==> config.mk <==
export PLATFORM = sky130hd
export DESIGN_NAME = tfro_regs
export DESIGN_NICKNAME = d
export VERILOG_FILES = /design/src/rtl/tfro_pkg.sv /design/src/rtl/tfro_regs.sv
export SDC_FILE = /design/constraint.sdc
export NUM_CORES = 1
export LEC_CHECK = 0
export BUFFER_PORTS_ARGS = -buffer_cell sky130_fd_sc_hd__buf_2
export CORE_ASPECT_RATIO = 1.1
export CORE_MARGIN = 3
export CORE_UTILIZATION = 45
export CTS_CLUSTER_SIZE = 20
export DETAILED_ROUTE_END_ITERATION = 12
export PLACE_DENSITY = 0.73
export REMOVE_ABC_BUFFERS = 1
export SYNTH_ARGS = -nofsm -noshare
export SYNTH_HDL_FRONTEND = slang
export SYNTH_SLANG_ARGS = --single-unit
==> constraint.sdc <==
create_clock -name mclk -period 1.8 [get_ports mclk]
set_input_delay 0.18 -clock mclk [delete_from_list [all_inputs] [get_ports mclk]]
set_output_delay 0.18 -clock mclk [all_outputs]
set_load 0.01 [all_outputs]
==> src/rtl/tfro_pkg.sv <==
// package for the thermal flag and rail override register block
// assumes a 32-bit axi4-lite slave port and a single 25 MHz clock
`default_nettype none
package tfro_pkg;
    // register indices: the byte address on the bus is four times the index
    localparam logic [7:0] IDX_THERMAL = 8'hec;
    localparam logic [7:0] IDX_OVERRIDE = 8'hee;
    localparam logic [7:0] IDX_IRQ_STATUS = 8'hf0;
    localparam logic [7:0] IDX_IRQ_MASK = 8'hf1;
    localparam logic [7:0] IDX_CONTROL = 8'hf2;
    localparam int ADDR_W = 10;
    localparam logic [ADDR_W-1:0] ADDR_THERMAL = {IDX_THERMAL, 2'b00};
    localparam logic [ADDR_W-1:0] ADDR_OVERRIDE = {IDX_OVERRIDE, 2'b00};
    localparam logic [ADDR_W-1:0] ADDR_IRQ_STATUS = {IDX_IRQ_STATUS, 2'b00};
    localparam logic [ADDR_W-1:0] ADDR_IRQ_MASK = {IDX_IRQ_MASK, 2'b00};
    localparam logic [ADDR_W-1:0] ADDR_CONTROL = {IDX_CONTROL, 2'b00};
    localparam int HOT_W = 6;
    localparam int RAIL_W = 8;
    localparam logic [1:0] THERMAL_RSVD_VAL = 2'h3;
    localparam logic [HOT_W-1:0] HOT_RESET = 6'h00;
    localparam logic [RAIL_W-1:0] OVERRIDE_RESET = 8'h00;
    localparam logic [HOT_W-1:0] IRQ_MASK_RESET = 6'h00;
    localparam logic MASK_SETTING_RESET = 1'b0;
    localparam logic [1:0] RESP_OKAY = 2'h0;
    localparam logic [1:0] RESP_SLVERR = 2'h2;
    typedef struct packed {
        logic [1:0] resp;
        logic [31:0] data;
    } tfro_rd_t;
endpackage
`default_nettype wire

==> src/rtl/tfro_regs.sv <==
// thermal warning flags and rail enable override registers behind axi4-lite
// assumes monitors give synchronous hot inputs and rail pins are synchronous
//
// Overview of operation
// thermal register bits 7:6 always read one; writes ignored
// bit 5 linear regulator one, bits 4..0 bucks five down to one
// writing one clears a thermal flag; writing zero leaves it
// override bits 7..0 map rails 12,11,10,9,8,7,5,4; zero means pin control
// override one forces rail on only while mask setting is zero
// override register at 0xee, resets to all zeros
// thermal register at 0xec, flags reset to zero
// hot monitor sets flag sticky; set wins over simultaneous clear
`timescale 1ns/1ns
`default_nettype none
module tfro_regs
(
    input wire logic mclk,
    input wire logic nrst,
    input wire logic [9:0] s_axi_awaddr,
    input wire logic s_axi_awvalid,
    output logic s_axi_awready,
    input wire logic [31:0] s_axi_wdata,
    input wire logic [3:0] s_axi_wstrb,
    input wire logic s_axi_wvalid,
    output logic s_axi_wready,
    output logic [1:0] s_axi_bresp,
    output logic s_axi_bvalid,
    input wire logic s_axi_bready,
    input wire logic [9:0] s_axi_araddr,
    input wire logic s_axi_arvalid,
    output logic s_axi_arready,
    output logic [31:0] s_axi_rdata,
    output logic [1:0] s_axi_rresp,
    output logic s_axi_rvalid,
    input wire logic s_axi_rready,
    input wire logic [5:0] hot_event,
    input wire logic [7:0] rail_enable_pin,
    output logic [7:0] rail_enable,
    output logic irq
);
    logic [9:0] awaddr_q;
    logic aw_have_q;
    logic [31:0] wdata_q;
    logic [3:0] wstrb_q;
    logic w_have_q;
    logic [5:0] hot_q;
    logic [7:0] override_q;
    logic mask_setting_q;
    logic [5:0] irq_stat_q;
    logic [5:0] irq_mask_q;
    logic do_write;
    logic do_read;
    logic wr_thermal;
    logic wr_override;
    logic wr_mask;
    logic wr_control;
    logic rd_irq_stat;
    logic [5:0] hot_clr;
    tfro_pkg::tfro_rd_t rd_d;

    // write address and data are caught independently, then done together
    assign do_write = aw_have_q && w_have_q && !s_axi_bvalid;
    assign do_read = s_axi_arvalid && s_axi_arready;
    assign wr_thermal = do_write && awaddr_q == tfro_pkg::ADDR_THERMAL && wstrb_q[0];
    assign wr_override = do_write && awaddr_q == tfro_pkg::ADDR_OVERRIDE && wstrb_q[0];
    assign wr_mask = do_write && awaddr_q == tfro_pkg::ADDR_IRQ_MASK && wstrb_q[0];
    assign wr_control = do_write && awaddr_q == tfro_pkg::ADDR_CONTROL && wstrb_q[0];
    assign rd_irq_stat = do_read && s_axi_araddr == tfro_pkg::ADDR_IRQ_STATUS;
    assign hot_clr = wr_thermal ? wdata_q[5:0] : 6'h00;

    always_ff @(posedge mclk)
    begin
        if (!nrst)
        begin
            aw_have_q <= 1'b0;
            awaddr_q <= '0;
            s_axi_awready <= 1'b0;
        end
        else if (do_write)
        begin
            aw_have_q <= 1'b0;
            s_axi_awready <= 1'b0;
        end
        else if (s_axi_awvalid && s_axi_awready)
        begin
            aw_have_q <= 1'b1;
            awaddr_q <= s_axi_awaddr;
            s_axi_awready <= 1'b0;
        end
        else
        begin
            s_axi_awready <= !aw_have_q && !s_axi_bvalid;
        end
    end

    always_ff @(posedge mclk)
    begin
        if (!nrst)
        begin
            w_have_q <= 1'b0;
            wdata_q <= '0;
            wstrb_q <= '0;
            s_axi_wready <= 1'b0;
        end
        else if (do_write)
        begin
            w_have_q <= 1'b0;
            s_axi_wready <= 1'b0;
        end
        else if (s_axi_wvalid && s_axi_wready)
        begin
            w_have_q <= 1'b1;
            wdata_q <= s_axi_wdata;
            wstrb_q <= s_axi_wstrb;
            s_axi_wready <= 1'b0;
        end
        else
        begin
            s_axi_wready <= !w_have_q && !s_axi_bvalid;
        end
    end

    always_ff @(posedge mclk)
    begin
        if (!nrst)
        begin
            s_axi_bvalid <= 1'b0;
            s_axi_bresp <= tfro_pkg::RESP_OKAY;
        end
        else if (do_write)
        begin
            s_axi_bvalid <= 1'b1;
            case (awaddr_q)
                tfro_pkg::ADDR_THERMAL,
                tfro_pkg::ADDR_OVERRIDE,
                tfro_pkg::ADDR_IRQ_STATUS,
                tfro_pkg::ADDR_IRQ_MASK,
                tfro_pkg::ADDR_CONTROL: s_axi_bresp <= tfro_pkg::RESP_OKAY;
                default: s_axi_bresp <= tfro_pkg::RESP_SLVERR;
            endcase
        end
        else if (s_axi_bready)
        begin
            s_axi_bvalid <= 1'b0;
        end
    end

    // sticky hot flags: a new hot condition beats a clear in the same cycle
    always_ff @(posedge mclk)
    begin
        if (!nrst)
        begin
            hot_q <= tfro_pkg::HOT_RESET;
        end
        else
        begin
            hot_q <= (hot_q & ~hot_clr) | hot_event;
        end
    end

    always_ff @(posedge mclk)
    begin
        if (!nrst)
        begin
            override_q <= tfro_pkg::OVERRIDE_RESET;
        end
        else if (wr_override)
        begin
            override_q <= wdata_q[7:0];
        end
    end

    always_ff @(posedge mclk)
    begin
        if (!nrst)
        begin
            mask_setting_q <= tfro_pkg::MASK_SETTING_RESET;
        end
        else if (wr_control)
        begin
            mask_setting_q <= wdata_q[0];
        end
    end

    // override only applies while the pin mask setting is zero
    always_ff @(posedge mclk)
    begin
        if (!nrst)
        begin
            rail_enable <= '0;
        end
        else
        begin
            rail_enable <= rail_enable_pin | (mask_setting_q ? 8'h00 : override_q);
        end
    end

    // interrupt status: any hot event is recorded; reading clears, new event wins
    always_ff @(posedge mclk)
    begin
        if (!nrst)
        begin
            irq_stat_q <= '0;
        end
        else
        begin
            irq_stat_q <= (rd_irq_stat ? 6'h00 : irq_stat_q) | hot_event;
        end
    end

    always_ff @(posedge mclk)
    begin
        if (!nrst)
        begin
            irq_mask_q <= tfro_pkg::IRQ_MASK_RESET;
        end
        else if (wr_mask)
        begin
            irq_mask_q <= wdata_q[5:0];
        end
    end

    always_ff @(posedge mclk)
    begin
        if (!nrst)
        begin
            irq <= 1'b0;
        end
        else
        begin
            irq <= |(((rd_irq_stat ? 6'h00 : irq_stat_q) | hot_event) & irq_mask_q);
        end
    end

    always_comb
    begin
        rd_d.resp = tfro_pkg::RESP_OKAY;
        rd_d.data = '0;
        case (s_axi_araddr)
            tfro_pkg::ADDR_THERMAL: rd_d.data[7:0] = {tfro_pkg::THERMAL_RSVD_VAL, hot_q};
            tfro_pkg::ADDR_OVERRIDE: rd_d.data[7:0] = override_q;
            tfro_pkg::ADDR_IRQ_STATUS: rd_d.data[5:0] = irq_stat_q;
            tfro_pkg::ADDR_IRQ_MASK: rd_d.data[5:0] = irq_mask_q;
            tfro_pkg::ADDR_CONTROL: rd_d.data[0] = mask_setting_q;
            default: rd_d.resp = tfro_pkg::RESP_SLVERR;
        endcase
    end

    // one read at a time: arready only while no answer is pending
    always_ff @(posedge mclk)
    begin
        if (!nrst)
        begin
            s_axi_arready <= 1'b0;
            s_axi_rvalid <= 1'b0;
            s_axi_rdata <= '0;
            s_axi_rresp <= tfro_pkg::RESP_OKAY;
        end
        else if (do_read)
        begin
            s_axi_arready <= 1'b0;
            s_axi_rvalid <= 1'b1;
            s_axi_rdata <= rd_d.data;
            s_axi_rresp <= rd_d.resp;
        end
        else if (s_axi_rvalid)
        begin
            s_axi_rvalid <= !s_axi_rready;
        end
        else
        begin
            s_axi_arready <= 1'b1;
        end
    end
endmodule // tfro_regs
`default_nettype wire

---- After elaboration in Yosys (flattened, before gate mapping) ----
Cells that the tools add are included.
storage, ports and cells
  output and inout bits ................... 50
  input bits .............................. 77
  word-level logic and storage cells ...... 80
  bits in registers ....................... 74
cells by class
  reductions and logical operators ........ 30
  multiplexer cells ....................... 12
  eq/ne operators ......................... 10
  bitwise gates (word level) .............. 8
operator list
  operator                                      count
  10-bit equality test (second input constant)  10
  5-bit case mux with 4 select lines            1
  1-bit logical AND                             16
  6-bit bitwise AND                             2
  6-bit two-way mux                             2
  6-bit OR                                      2
  5-bit OR reduction                            2
  8-bit two-way mux                             1
  8-bit OR                                      1
  6-bit inverter                                1
  3-bit OR reduction                            2
  6-bit OR reduction                            1
  1-bit case mux with 5 select lines            1
  1-bit logical NOT                             4
  1-bit two-way mux                             4
  2-bit two-way mux                             2
  2-bit case mux with 2 select lines            1
  2-bit AND reduction                           2
  2-bit OR reduction                            2
  1-bit inverter                                2
  2-bit nonzero test                            1

---- Longest topological paths before layout ----
Gate-level depths: netlist (run 1).
  depth after elaboration ................. 8
  depth in mapped cells ................... 7

---- Least setup slack after synthesis (run 1) ----
No wires, ideal clock.
  kind .................................... input to register
  from .................................... input port s_axi_araddr[8]
  to ...................................... register s_axi_rdata[1]
  cell stages on the path ................. 7
  slack ................................... 241 ps
  path buffers ............................ 2
  data arrival time ....................... 1,438 ps
  path through ............................ and3_4 -> buf_6 -> and3_1 -> buf_2 -> or4_1 -> nand3_2 -> o21ai_1
on the way
  longest elaborated chain between the ends .. 2
RTL lines
  item                                  RTL line          RTL
  start, declared                       tfro_regs.sv:29   input wire logic [9:0] s_axi_araddr,
  10-bit equality test                  tfro_regs.sv:239  case (s_axi_araddr)
  5-bit case mux with 4 select lines *  tfro_regs.sv:239
  end signal, assigned                  tfro_regs.sv:263  s_axi_rdata <= rd_d.data;
  end, declared                         tfro_regs.sv:32   output logic [31:0] s_axi_rdata,
Every way passes the cells marked *; elsewhere a longest branch is shown, timed or not.
A chain may end at the register's enable or synchronous reset.

---- Worst setup path in the final report (run 1) ----
  from .................................... register awaddr_q[1]
  to ...................................... register hot_q[1]
on the way
  longest elaborated chain between the ends .. 7
RTL lines
  item                            RTL line          RTL
  start, declared                 tfro_regs.sv:41   logic [9:0] awaddr_q;
  start signal, assigned          tfro_regs.sv:87   awaddr_q <= s_axi_awaddr;
  10-bit equality test            tfro_regs.sv:64   assign wr_thermal = do_write && awaddr_q == tfro_pkg::ADDR_THERMAL && wstrb_q[0];
  1-bit logical AND (2 in a row)  tfro_regs.sv:64
  6-bit two-way mux               tfro_regs.sv:69   assign hot_clr = wr_thermal ? wdata_q[5:0] : 6'h00;
  6-bit inverter                  tfro_regs.sv:157  hot_q <= (hot_q & ~hot_clr) | hot_event;
  6-bit bitwise AND               tfro_regs.sv:157
  6-bit OR                        tfro_regs.sv:157
  end signal, assigned            tfro_regs.sv:153  hot_q <= tfro_pkg::HOT_RESET;
  end signal, assigned            tfro_regs.sv:157
  end, declared                   tfro_regs.sv:46   logic [5:0] hot_q;
Every way passes these cells.

==> results of run 1 <==
==> worst reg2reg max path, delay by kind of cell (launching register included) <==
kind	cells	cell delay, ns
AND/OR/NAND/NOR	3	0.75
flip-flops	1	0.32
AO/OA/AOI/OAI	2	0.27
buffers and inverters	1	0.19
==> how the worst min path moves through the flow <==
stage / from / to
after detailed placement: rail_enable_pin[1] / rail_enable[1]
after global routing: rail_enable_pin[1] / rail_enable[1]
after global placement: rail_enable_pin[4] / rail_enable[4]
after floorplan: nrst / rail_enable[0]
after CTS: rail_enable_pin[1] / rail_enable[1]
final: rail_enable_pin[1] / rail_enable[1]
==> through the flow <==
step                      instances  area [sq um]
after floorplan                 318          3020
after global placement          485          3580
after detailed placement        485          3580
after CTS                       500          3830
after global routing            500          3830
final                           500          3830
==> where the power goes <==
part	internal [mW]	switching (mW)	total, mW
logic	0.140	0.161	0.301
registers	1.66	0.0407	1.70
clock network	1.05	0.583	1.63
==> per-layer routing <==
layer / part of all wire [%] / up-vias / global-route usage (%)
li1: - / 1271 / -
met1: 46 / 1162 / 23.3
met2: 46 / 93 / 28.1
met3: 6.9 / 7 / 4.89
met4: 1.3 / 0 / 6.23
met5: 0 / - / 0
==> state kept, by name, summed over array words and instances, names as in the netlist, 6 cells and up <==
name	flops
wdata_q	8
override_q	8
rail_enable	8
s_axi_rdata	8
irq_mask_q	6
hot_q	6
awaddr_q	10
irq_stat_q	6
==> cell families (layout without fill, tap and decap cells) <==
kind of cell	after synthesis	after routing
multiplexers	18	18
buffers and inverters	45	104
AND/OR/NAND/NOR	112	112
AO/OA/AOI/OAI	86	86
flip-flops	72	72
other	1	26
==> layout by cell type (no fill, tap or decap), types with 4 or more instances in the layout <==
| cell | Yosys | layout |
|---|---|---|
| nand3_1 | 4 | 4 |
| conb_1 | 1 | 26 |
| o21ai_1 | 5 | 5 |
| a21boi_0 | 22 | 22 |
| a21oi_1 | 12 | 12 |
| and3_1 | 4 | 4 |
| nand2_1 | 37 | 37 |
| buf_4 | 26 | 12 |
| clkbuf_8 | 0 | 9 |
| o21ai_0 | 12 | 12 |
| dfxtp_1 | 72 | 72 |
| buf_2 | 4 | 73 |
| a221oi_1 | 5 | 5 |
| inv_1 | 4 | 4 |
| a22o_1 | 6 | 6 |
| nor2b_1 | 36 | 36 |
| bufinv_16 | 0 | 4 |
| o21a_1 | 15 | 15 |
| mux2i_1 | 18 | 18 |
==> final cells by class <==
cell class,instances,area (sq um)
fill,645,2920
multi-input combinational,242,1560
sequential,72,1440
timing repair buffer,85,455
clock inverter,6,133
clock buffer,9,124
tap,82,103
inverter,4,15.0
==> results_dict.tcl, run 1 <==
set metrics [dict create \
    dp_hpwl_um 5060 \
    maxSlewViolCount 0 \
    whs_path_depth 2 \
    die_area_sq_um 8170 \
    synth-seq-area-share_pct 45.0 \
    cts_buffer_depth 2 \
    critPathLaunchType "flip-flop" \
    yosysTopAreaCell "dfxtp_1" \
    cp_max_fo 9 \
    synth_most_common_cell "dfxtp_1" \
    cts_inserted_buffers 9 \
    initial_utilization_pct 47.5 \
    grt_max_degree 51 \
    power.leakage_nw 1.60 \
    grt_pass1_vias 2393 \
    hp-class "in -> reg" \
    cts_resized 0 \
    cts-htree-levels 3 \
    cp-startpoint "awaddr_q[1]" \
    cp.arrival_ns 1.86 \
    ff2ff_setup_slack_ns 0.17 \
    critPathMaxStageDelay_ns 0.32 \
    path_delay_family "simple AND/OR/NAND/NOR gates" \
    rows 31 \
    chipHeight_um 94.5 \
    yosysTopAreaCellShare_pct 45.0 \
    crit_chain "and4bb_2 > nand3_2 > nor3_1 > buf_4 > a21boi_0 > o21a_1" \
    postLayoutCoreUtil_pct 56.8 \
    synth_edf_count 0 \
    synth_top_family_by_area "simple AND/OR/NAND/NOR gates" \
    cts_setup_buffers 0 \
    drive_above_1_share_pct 27.3 \
    clkTransAtPathRegs_ns 0.08 \
    ir_drop_mv 0.588 \
    yosysWarnings 0 \
    cp.depth 6 \
    pre_cts_slack_ns 0.0209 \
    maxCapViolCount 0 \
    muxShareOfSynthArea_pct 5.62 \
    via_per_inst 5.07 \
    ioPinCount 127 \
    ant_nets 0 \
    diodes 0 \
    crit_slowest_cell "dfxtp_1" \
    core_region_area_sq_um 6750 \
    r2r_end "hot_q[1]" \
    worst_hold_slack_ns 0.0472 \
    status "finished clean" \
    vias 2533 \
    cts_tree "yes" \
    finalCriticalPeriod_ns 1.63 \
    power_mw 3.64 \
    die_x_um 86.5 \
    hold_viol_final 0 \
    drt-initial-drc-count 107 \
    setup_viol 0 \
    tns_ns 0 \
    reg2reg_from "awaddr_q[1]" \
    finClkSkew_ns 0.00831 \
    crit_path_end_kind "flip-flop" \
    syn_area_per_cell_sq_um 9.59 \
    synth_cell_types 46 \
    synth_compound_area_share_pct 18.5 \
    ys_ff_latch 72 \
    numPortBuffers 73 \
    synth-simple-area-share_pct 21.6 \
    yosys.area_share.adder_pct 0 \
    powerDensity_nw_per_um2 948 \
    first_pass_iters 7 \
    clockRootBuffer "clkbuf_8" \
    drcViolationCount 0 \
    grtUsageTotal_pct 17.8 \
    area_growth_syn_to_layout_pct 19.6 \
    insertion_delay_ns 0.34 \
    fmax_mhz 613 \
    place_congestion 0.771 \
    rsz0062_at_grt "no" \
    cts_hold_buf 0 \
    yosys_most_used_dff "dfxtp_1" \
    cts.sinks 72 \
    grt-ovfl-total 0 \
    wl_per_cell_um 13.9 \
    syn_area_sq_um 3200 \
    antenna_found_initial 0 \
    wl_um 6930 \
    synthXorXnorAreaFrac_pct 0 \
    crit_required_ns 2.03 \
    path_buf_inv 1 \
    fin_crit_sh_pct 90.6 \
    syn_inst 334 \
    reg2reg_depth 6 \
    async_reset_ff_share_pct 0 \
    synth_commonest_cells "dfxtp_1 (72), nand2_1 (37), nor2b_1 (36)" \
    layout.nets 491 \
    cp-endpoint "hot_q[1]" \
    yosys-top-cells-area "dfxtp_1 (45%), nor2b_1 (7.0%), buf_4 (6.1%)" \
    postLayoutSetupSlackWorst_ns 0.169 \
    grt_pass1_wl_um 11400 \
    crit_type "reg -> reg" \
]
Note: power is estimated with default switching activity, not from simulation.
==> inputs of run 2 (changes only) <==
ABC_AREA = 1   (was default)
==> run 2 against run 1 <==
Total power fell by 9.6%. Routed wire length rose by 1.7%. Sequential power barely moved. Cell count rose by 17%. Synthesized cell count grew 26%. Setup slack better by 0.15 ns. Cell area is 1.2% lower. Via count grew 11%. Sequential cell count unchanged. Sequential share of layout area is 0.46 points higher.
==> results_dict.tcl, run 2 <==
set metrics [dict create \
    cts_buffer_depth 2 \
    syn_inst 422 \
    muxShareOfSynthArea_pct 0 \
    maxSlewViolCount 0 \
    antenna_found_initial 0 \
    drive_above_1_share_pct 26.2 \
    power_mw 3.29 \
    yosys-top-cells-area "dfxtp_1 (44%), a21oi_1 (8.5%), o21ai_0 (6.8%)" \
    hold_viol_final 0 \
    synth_commonest_cells "dfxtp_1 (72), nand2_1 (58), a21oi_1 (55)" \
    drcViolationCount 0 \
    clockRootBuffer "clkbuf_8" \
    core_region_area_sq_um 6790 \
    initial_utilization_pct 47.9 \
    chipHeight_um 95.2 \
    first_pass_iters 4 \
    grtUsageTotal_pct 17.6 \
    via_per_inst 4.81 \
    largest_reg_flops 10 \
    power.leakage_nw 1.74 \
    syn_area_sq_um 3250 \
    fin_area_sq_um 3790 \
    area_growth_syn_to_layout_pct 16.4 \
    insertion_delay_ns 0.34 \
    cts.sinks 72 \
    yosysTopAreaCell "dfxtp_1" \
    final_cell_mix "buf_2 (73), dfxtp_1 (72), nand2_1 (58)" \
    final_common_cell "buf_2" \
    status "finished clean" \
    diodes 0 \
    vias 2818 \
    synth_cell_types 32 \
    grt_pass1_wl_um 11700 \
    ant_nets 0 \
    synth_edf_count 0 \
    ioPinCount 127 \
    synth_compound_area_share_pct 18.2 \
    rsz0062_at_grt "no" \
    wl_per_cell_um 12.0 \
    cts_hold_buf 0 \
    critPathLaunchType "flip-flop" \
    grt_max_degree 40 \
    yosysTopAreaCellShare_pct 44.3 \
    cts_tree "yes" \
    grt-ovfl-total 0 \
    cp_max_fo 15 \
    fmax_mhz 677 \
    rows 31 \
    final_cells 586 \
    yosys_most_used_dff "dfxtp_1" \
    numPortBuffers 73 \
    synth_top_family_by_area "simple AND/OR/NAND/NOR gates" \
    cts_setup_buffers 0 \
    grt_pass1_vias 2734 \
    drt-initial-drc-count 121 \
    finClkSkew_ns 0.00613 \
    synth-seq-area-share_pct 44.3 \
    fin_crit_sh_pct 82.0 \
    tns_ns 0 \
    yosysWarnings 0 \
    async_reset_ff_share_pct 0 \
    wl_um 7050 \
    finalCriticalPeriod_ns 1.48 \
    crit_path_end_kind "flip-flop" \
    place_inst 570 \
    placed_area_sq_um 3600 \
    crit_required_ns 2.04 \
    maxCapViolCount 0 \
    clkTransAtPathRegs_ns 0.08 \
    cts_inserted_buffers 9 \
    synth-simple-area-share_pct 24.4 \
    die_x_um 87.1 \
    syn_area_per_cell_sq_um 7.71 \
    place_congestion 0.849 \
    crit_type "reg -> reg" \
    synthXorXnorAreaFrac_pct 0 \
    hp-class "in -> reg" \
    cts-htree-levels 3 \
    setup_viol 0 \
    cts_resized 0 \
    layout.nets 576 \
    ir_drop_mv 0.435 \
    ys_ff_latch 72 \
    dp_hpwl_um 5390 \
    powerDensity_nw_per_um2 868 \
    top_register "awaddr_q" \
    cp.arrival_ns 1.72 \
    die_area_sq_um 8290 \
    synth_most_common_cell "dfxtp_1" \
    yosys.area_share.adder_pct 0 \
]
## run 2: cell types whose count changed after synthesis, sizes merged, moves of 7 or more
cell and change:
mux2i -18, a21oi +46, a21boi -24, nand3 +11
o21ai +37, nand2 +30, nor3 +7, inv +40
o21a -15, nor2b -36, nor2 +49
## run 2: critical path, stage by stage (launching register included)
cell and delay (ns):
dfxtp_1 0.32, nor2_2 0.17, inv_2 0.08, nor3_4 0.15, nand2_2 0.10, nor2_4 0.32, inv_1 0.10, nor2_1 0.10
nor2_1 0.05
## run 2: area by class of cell
cell class | count | area (sq um)
sequential | 72 | 1440
fill | 663 | 3000
inverter | 45 | 169
clock buffer | 10 | 128
timing repair buffer | 78 | 403
tap | 82 | 103
clock inverter | 6 | 60.1
multi-input combinational | 293 | 1480
## run 2: per-stage QoR
| stage | utilization (%) | setup slack [ns] | hold WS (ns) |
|---|---|---|---|
| final | 55.8 | 0.323 | 0.0441 |
| after global routing | 55.8 | 0.180 | 0.0380 |
| after CTS | 55.8 | 0.306 | 0.0305 |
| after detailed placement | 53.0 | 0.326 | 0.389 |
| after global placement | 53.0 | 0.362 | 0.388 |
| after floorplan | - | 0.350 | 0.294 |
## run 2: worst paths after layout
| path | start | end | slack [ns] | cells after the start |
|---|---|---|---|---|
| min reg2reg | s_axi_rdata[4] | s_axi_rdata[4] | 0.46 | 2 |
| max reg2reg | awaddr_q[0] | override_q[7] | 0.32 | 8 |
| min | s_axi_bready | s_axi_bvalid | 0.04 | 2 |
| max | awaddr_q[0] | override_q[7] | 0.32 | 8 |
## run 2: cells by family (layout without fill, tap and decap cells)
group	count (synthesis)	after routing
compound gates	114	114
other cells	1	26
buf+inv	82	139
flops	72	72
simple gates	153	153
## run 2: per-layer routing
metal,vias up,track usage (%),wire length (um)
met1,1258,20.6,3130
met3,11,4.06,386
met2,69,31.0,3420
met4,0,6.75,114
met5,-,0,0
li1,1480,-,-
## run 2: power breakdown
group          internal [mW]  switching (mW)  leakage, nW  total [mW]
Sequential              1.67          0.0411        0.591        1.72
Combinational          0.131           0.229         1.06       0.359
Clock                  0.633           0.579       0.0920        1.21
Total                   2.44           0.849         1.74        3.29
==> inputs of run 3 (changes only) <==
CORE_UTILIZATION = 44   (was 45)
PLACE_DENSITY = 0.74   (was 0.73)
clock period = 1.2 ns   (was 1.8 ns; I/O delays follow)
==> run 3 against run 2 <==
The flow now finishes with violations (negative setup slack). Cell area up 18%. Sequential share of layout area down 5.6 points. Total power up 69%. Cell count up 10%. Register-to-register slack worse by 0.46 ns. Utilization up 7.3 points. Clock power up 83%. First-iteration DRC count up 18%. Worst hold slack worse by 0.034 ns. Clock skew down 0.00096 ns. Largest cell class unchanged.
==> results_dict.tcl, run 3 (synthesis gave the netlist of run 2 again) <==
set metrics [dict create \
    status "finished, violations left" \
    violations "negative setup slack" \
    cts_buffer_depth 2 \
    wl_per_cell_um 12.5 \
    grt-ovfl-total 0 \
    numPortBuffers 73 \
    dp_hpwl_um 5690 \
    worst_hold_slack_ns 0.00994 \
    drcViolationCount 0 \
    power.leakage_nw 2.05 \
    cp.arrival_ns 1.58 \
    path_common_cell "nor2_1" \
    crit_type "reg -> reg" \
    hp-class "in -> reg" \
    antenna_found_initial 0 \
    crit_path_end_kind "flip-flop" \
    die_x_um 88.0 \
    crit_slowest_cell "dfxtp_2" \
    critPathMaxStageDelay_ns 0.32 \
    cts_inserted_buffers 9 \
    cts-htree-levels 3 \
    fin_crit_sh_pct 111 \
    cts.sinks 72 \
    powerDensity_nw_per_um2 1240 \
    path_delay_family "simple AND/OR/NAND/NOR gates" \
    grtUsageTotal_pct 19.5 \
    initial_utilization_pct 45.9 \
    hold_start "s_axi_rready" \
    core_region_area_sq_um 7090 \
    finalCriticalPeriod_ns 1.33 \
    hold_viol_final 0 \
    first_pass_iters 4 \
    rsz0062_at_grt "yes" \
    drt-initial-drc-count 143 \
    rows 32 \
    clockRootBuffer "clkbuf_8" \
    postLayoutSetupSlackWorst_ns -0.135 \
    maxCapViolCount 0 \
    crit_chain "inv_2 > nand4_1 > nor2_2 > nand2_2 > nor2_4 > buf_6 > inv_4 > nor2_1 > nor2_1" \
    top_register "awaddr_q" \
    cp-startpoint "awaddr_q[6]" \
    chipHeight_um 96.2 \
    area_growth_syn_to_layout_pct 37.4 \
    vias 3139 \
    maxSlewViolCount 0 \
    final_common_cell "buf_2" \
    ioPinCount 127 \
    place_congestion 0.856 \
    grt_max_degree 22 \
    clkTransAtPathRegs_ns 0.07 \
    drive_above_1_share_pct 37.9 \
    ant_nets 0 \
    insertion_delay_ns 0.35 \
    largest_reg_flops 10 \
    diodes 0 \
    postLayoutCoreUtil_pct 63.1 \
    tns_ns -2.23 \
    crit_required_ns 1.45 \
    critPathLaunchType "flip-flop" \
    wl_um 8060 \
    fmax_mhz 749 \
    reg2reg_from "awaddr_q[6]" \
    finClkSkew_ns 0.00517 \
    layout.nets 632 \
    ir_drop_mv 0.782 \
    path_buf_inv 3 \
    grt_pass1_vias 2998 \
    cts_tree "yes" \
    cp_max_fo 7 \
    grt_pass1_wl_um 12900 \
    final_cell_mix "buf_2 (73), dfxtp_1 (66), a21oi_1 (54)" \
    die_area_sq_um 8460 \
    via_per_inst 4.87 \
    setup_viol 22 \
]
==> run 3: cell count changes in the layout (fill, tap and decap cells not counted), moves of 6 or more <==
cell and change:
o21ai_0 -21, o21ai_1 +17, nand2_2 +8, nor2_1 -12, nand2_1 -9, inv_1 -8
buf_4 +32, dfxtp_2 +6, dlygate4sd3_1 +19, dfxtp_1 -6, nor2_2 +7
==> run 3: per-stage QoR <==
stage / setup slack (ns) / instance area (sq um) / power, mW / cells
finish: -0.135 / 4470 / 5.54 / 645
detailed placement: -0.152 / 3850 / 3.25 / 604
global placement: -0.105 / 3850 / 3.23 / 604
global route: -0.226 / 4470 / 5.77 / 645
CTS: -0.114 / 4290 / 5.50 / 639
floorplan: -0.250 / 3090 / 2.95 / 410
==> run 3: layer usage <==
metal	vias up	GRT usage, %	part of all wire [%]
met2	99	34.0	51
met5	-	0	0
met3	11	4.62	5.9
met1	1423	22.2	41
met4	0	9.21	1.6
li1	1606	-	-
==> run 3: final cells by class <==
cell class | count | area, sq um
Timing Repair Buffer | 134 | 890
Fill cell | 619 | 2620
Tap cell | 85 | 106
Clock inverter | 2 | 60.1
Clock buffer | 14 | 173
Sequential cell | 72 | 1450
Multi-Input combinational cell | 293 | 1610
Inverter | 45 | 185
==> run 3: where the power goes <==
group          total, mW  internal (mW)  switching [mW]  leakage, nW
Combinational      0.739          0.324           0.414         1.34
Sequential          2.58           2.52          0.0678        0.594
Clock               2.22           1.34           0.878        0.117
==> run 3: worst reg2reg max path, cell delays in order, from the launching register on <==
cell and delay [ns]:
dfxtp_2 0.32, inv_2 0.05, nand4_1 0.15, nor2_2 0.18, nand2_2 0.09, nor2_4 0.14
buf_6 0.14, inv_4 0.03, nor2_1 0.08, nor2_1 0.05
==> run 3: what timing repair did <==
item	CTS	global route
gates cloned	0	0
gates resized for setup	9	74
hold buffers	19	0
endpoints found under the hold margin	19	0
setup buffers	0	7
pin swaps	2	24
setup endpoints to repair	25	42
==> run 3: worst paths after layout <==
kind	to	depth (start not counted)	slack, ns
setup / recovery	override_q[7]	9	-0.13
hold / removal	s_axi_rvalid	4	0.01
setup reg to reg	override_q[7]	9	-0.13
hold reg to reg	s_axi_rdata[4]	2	0.46
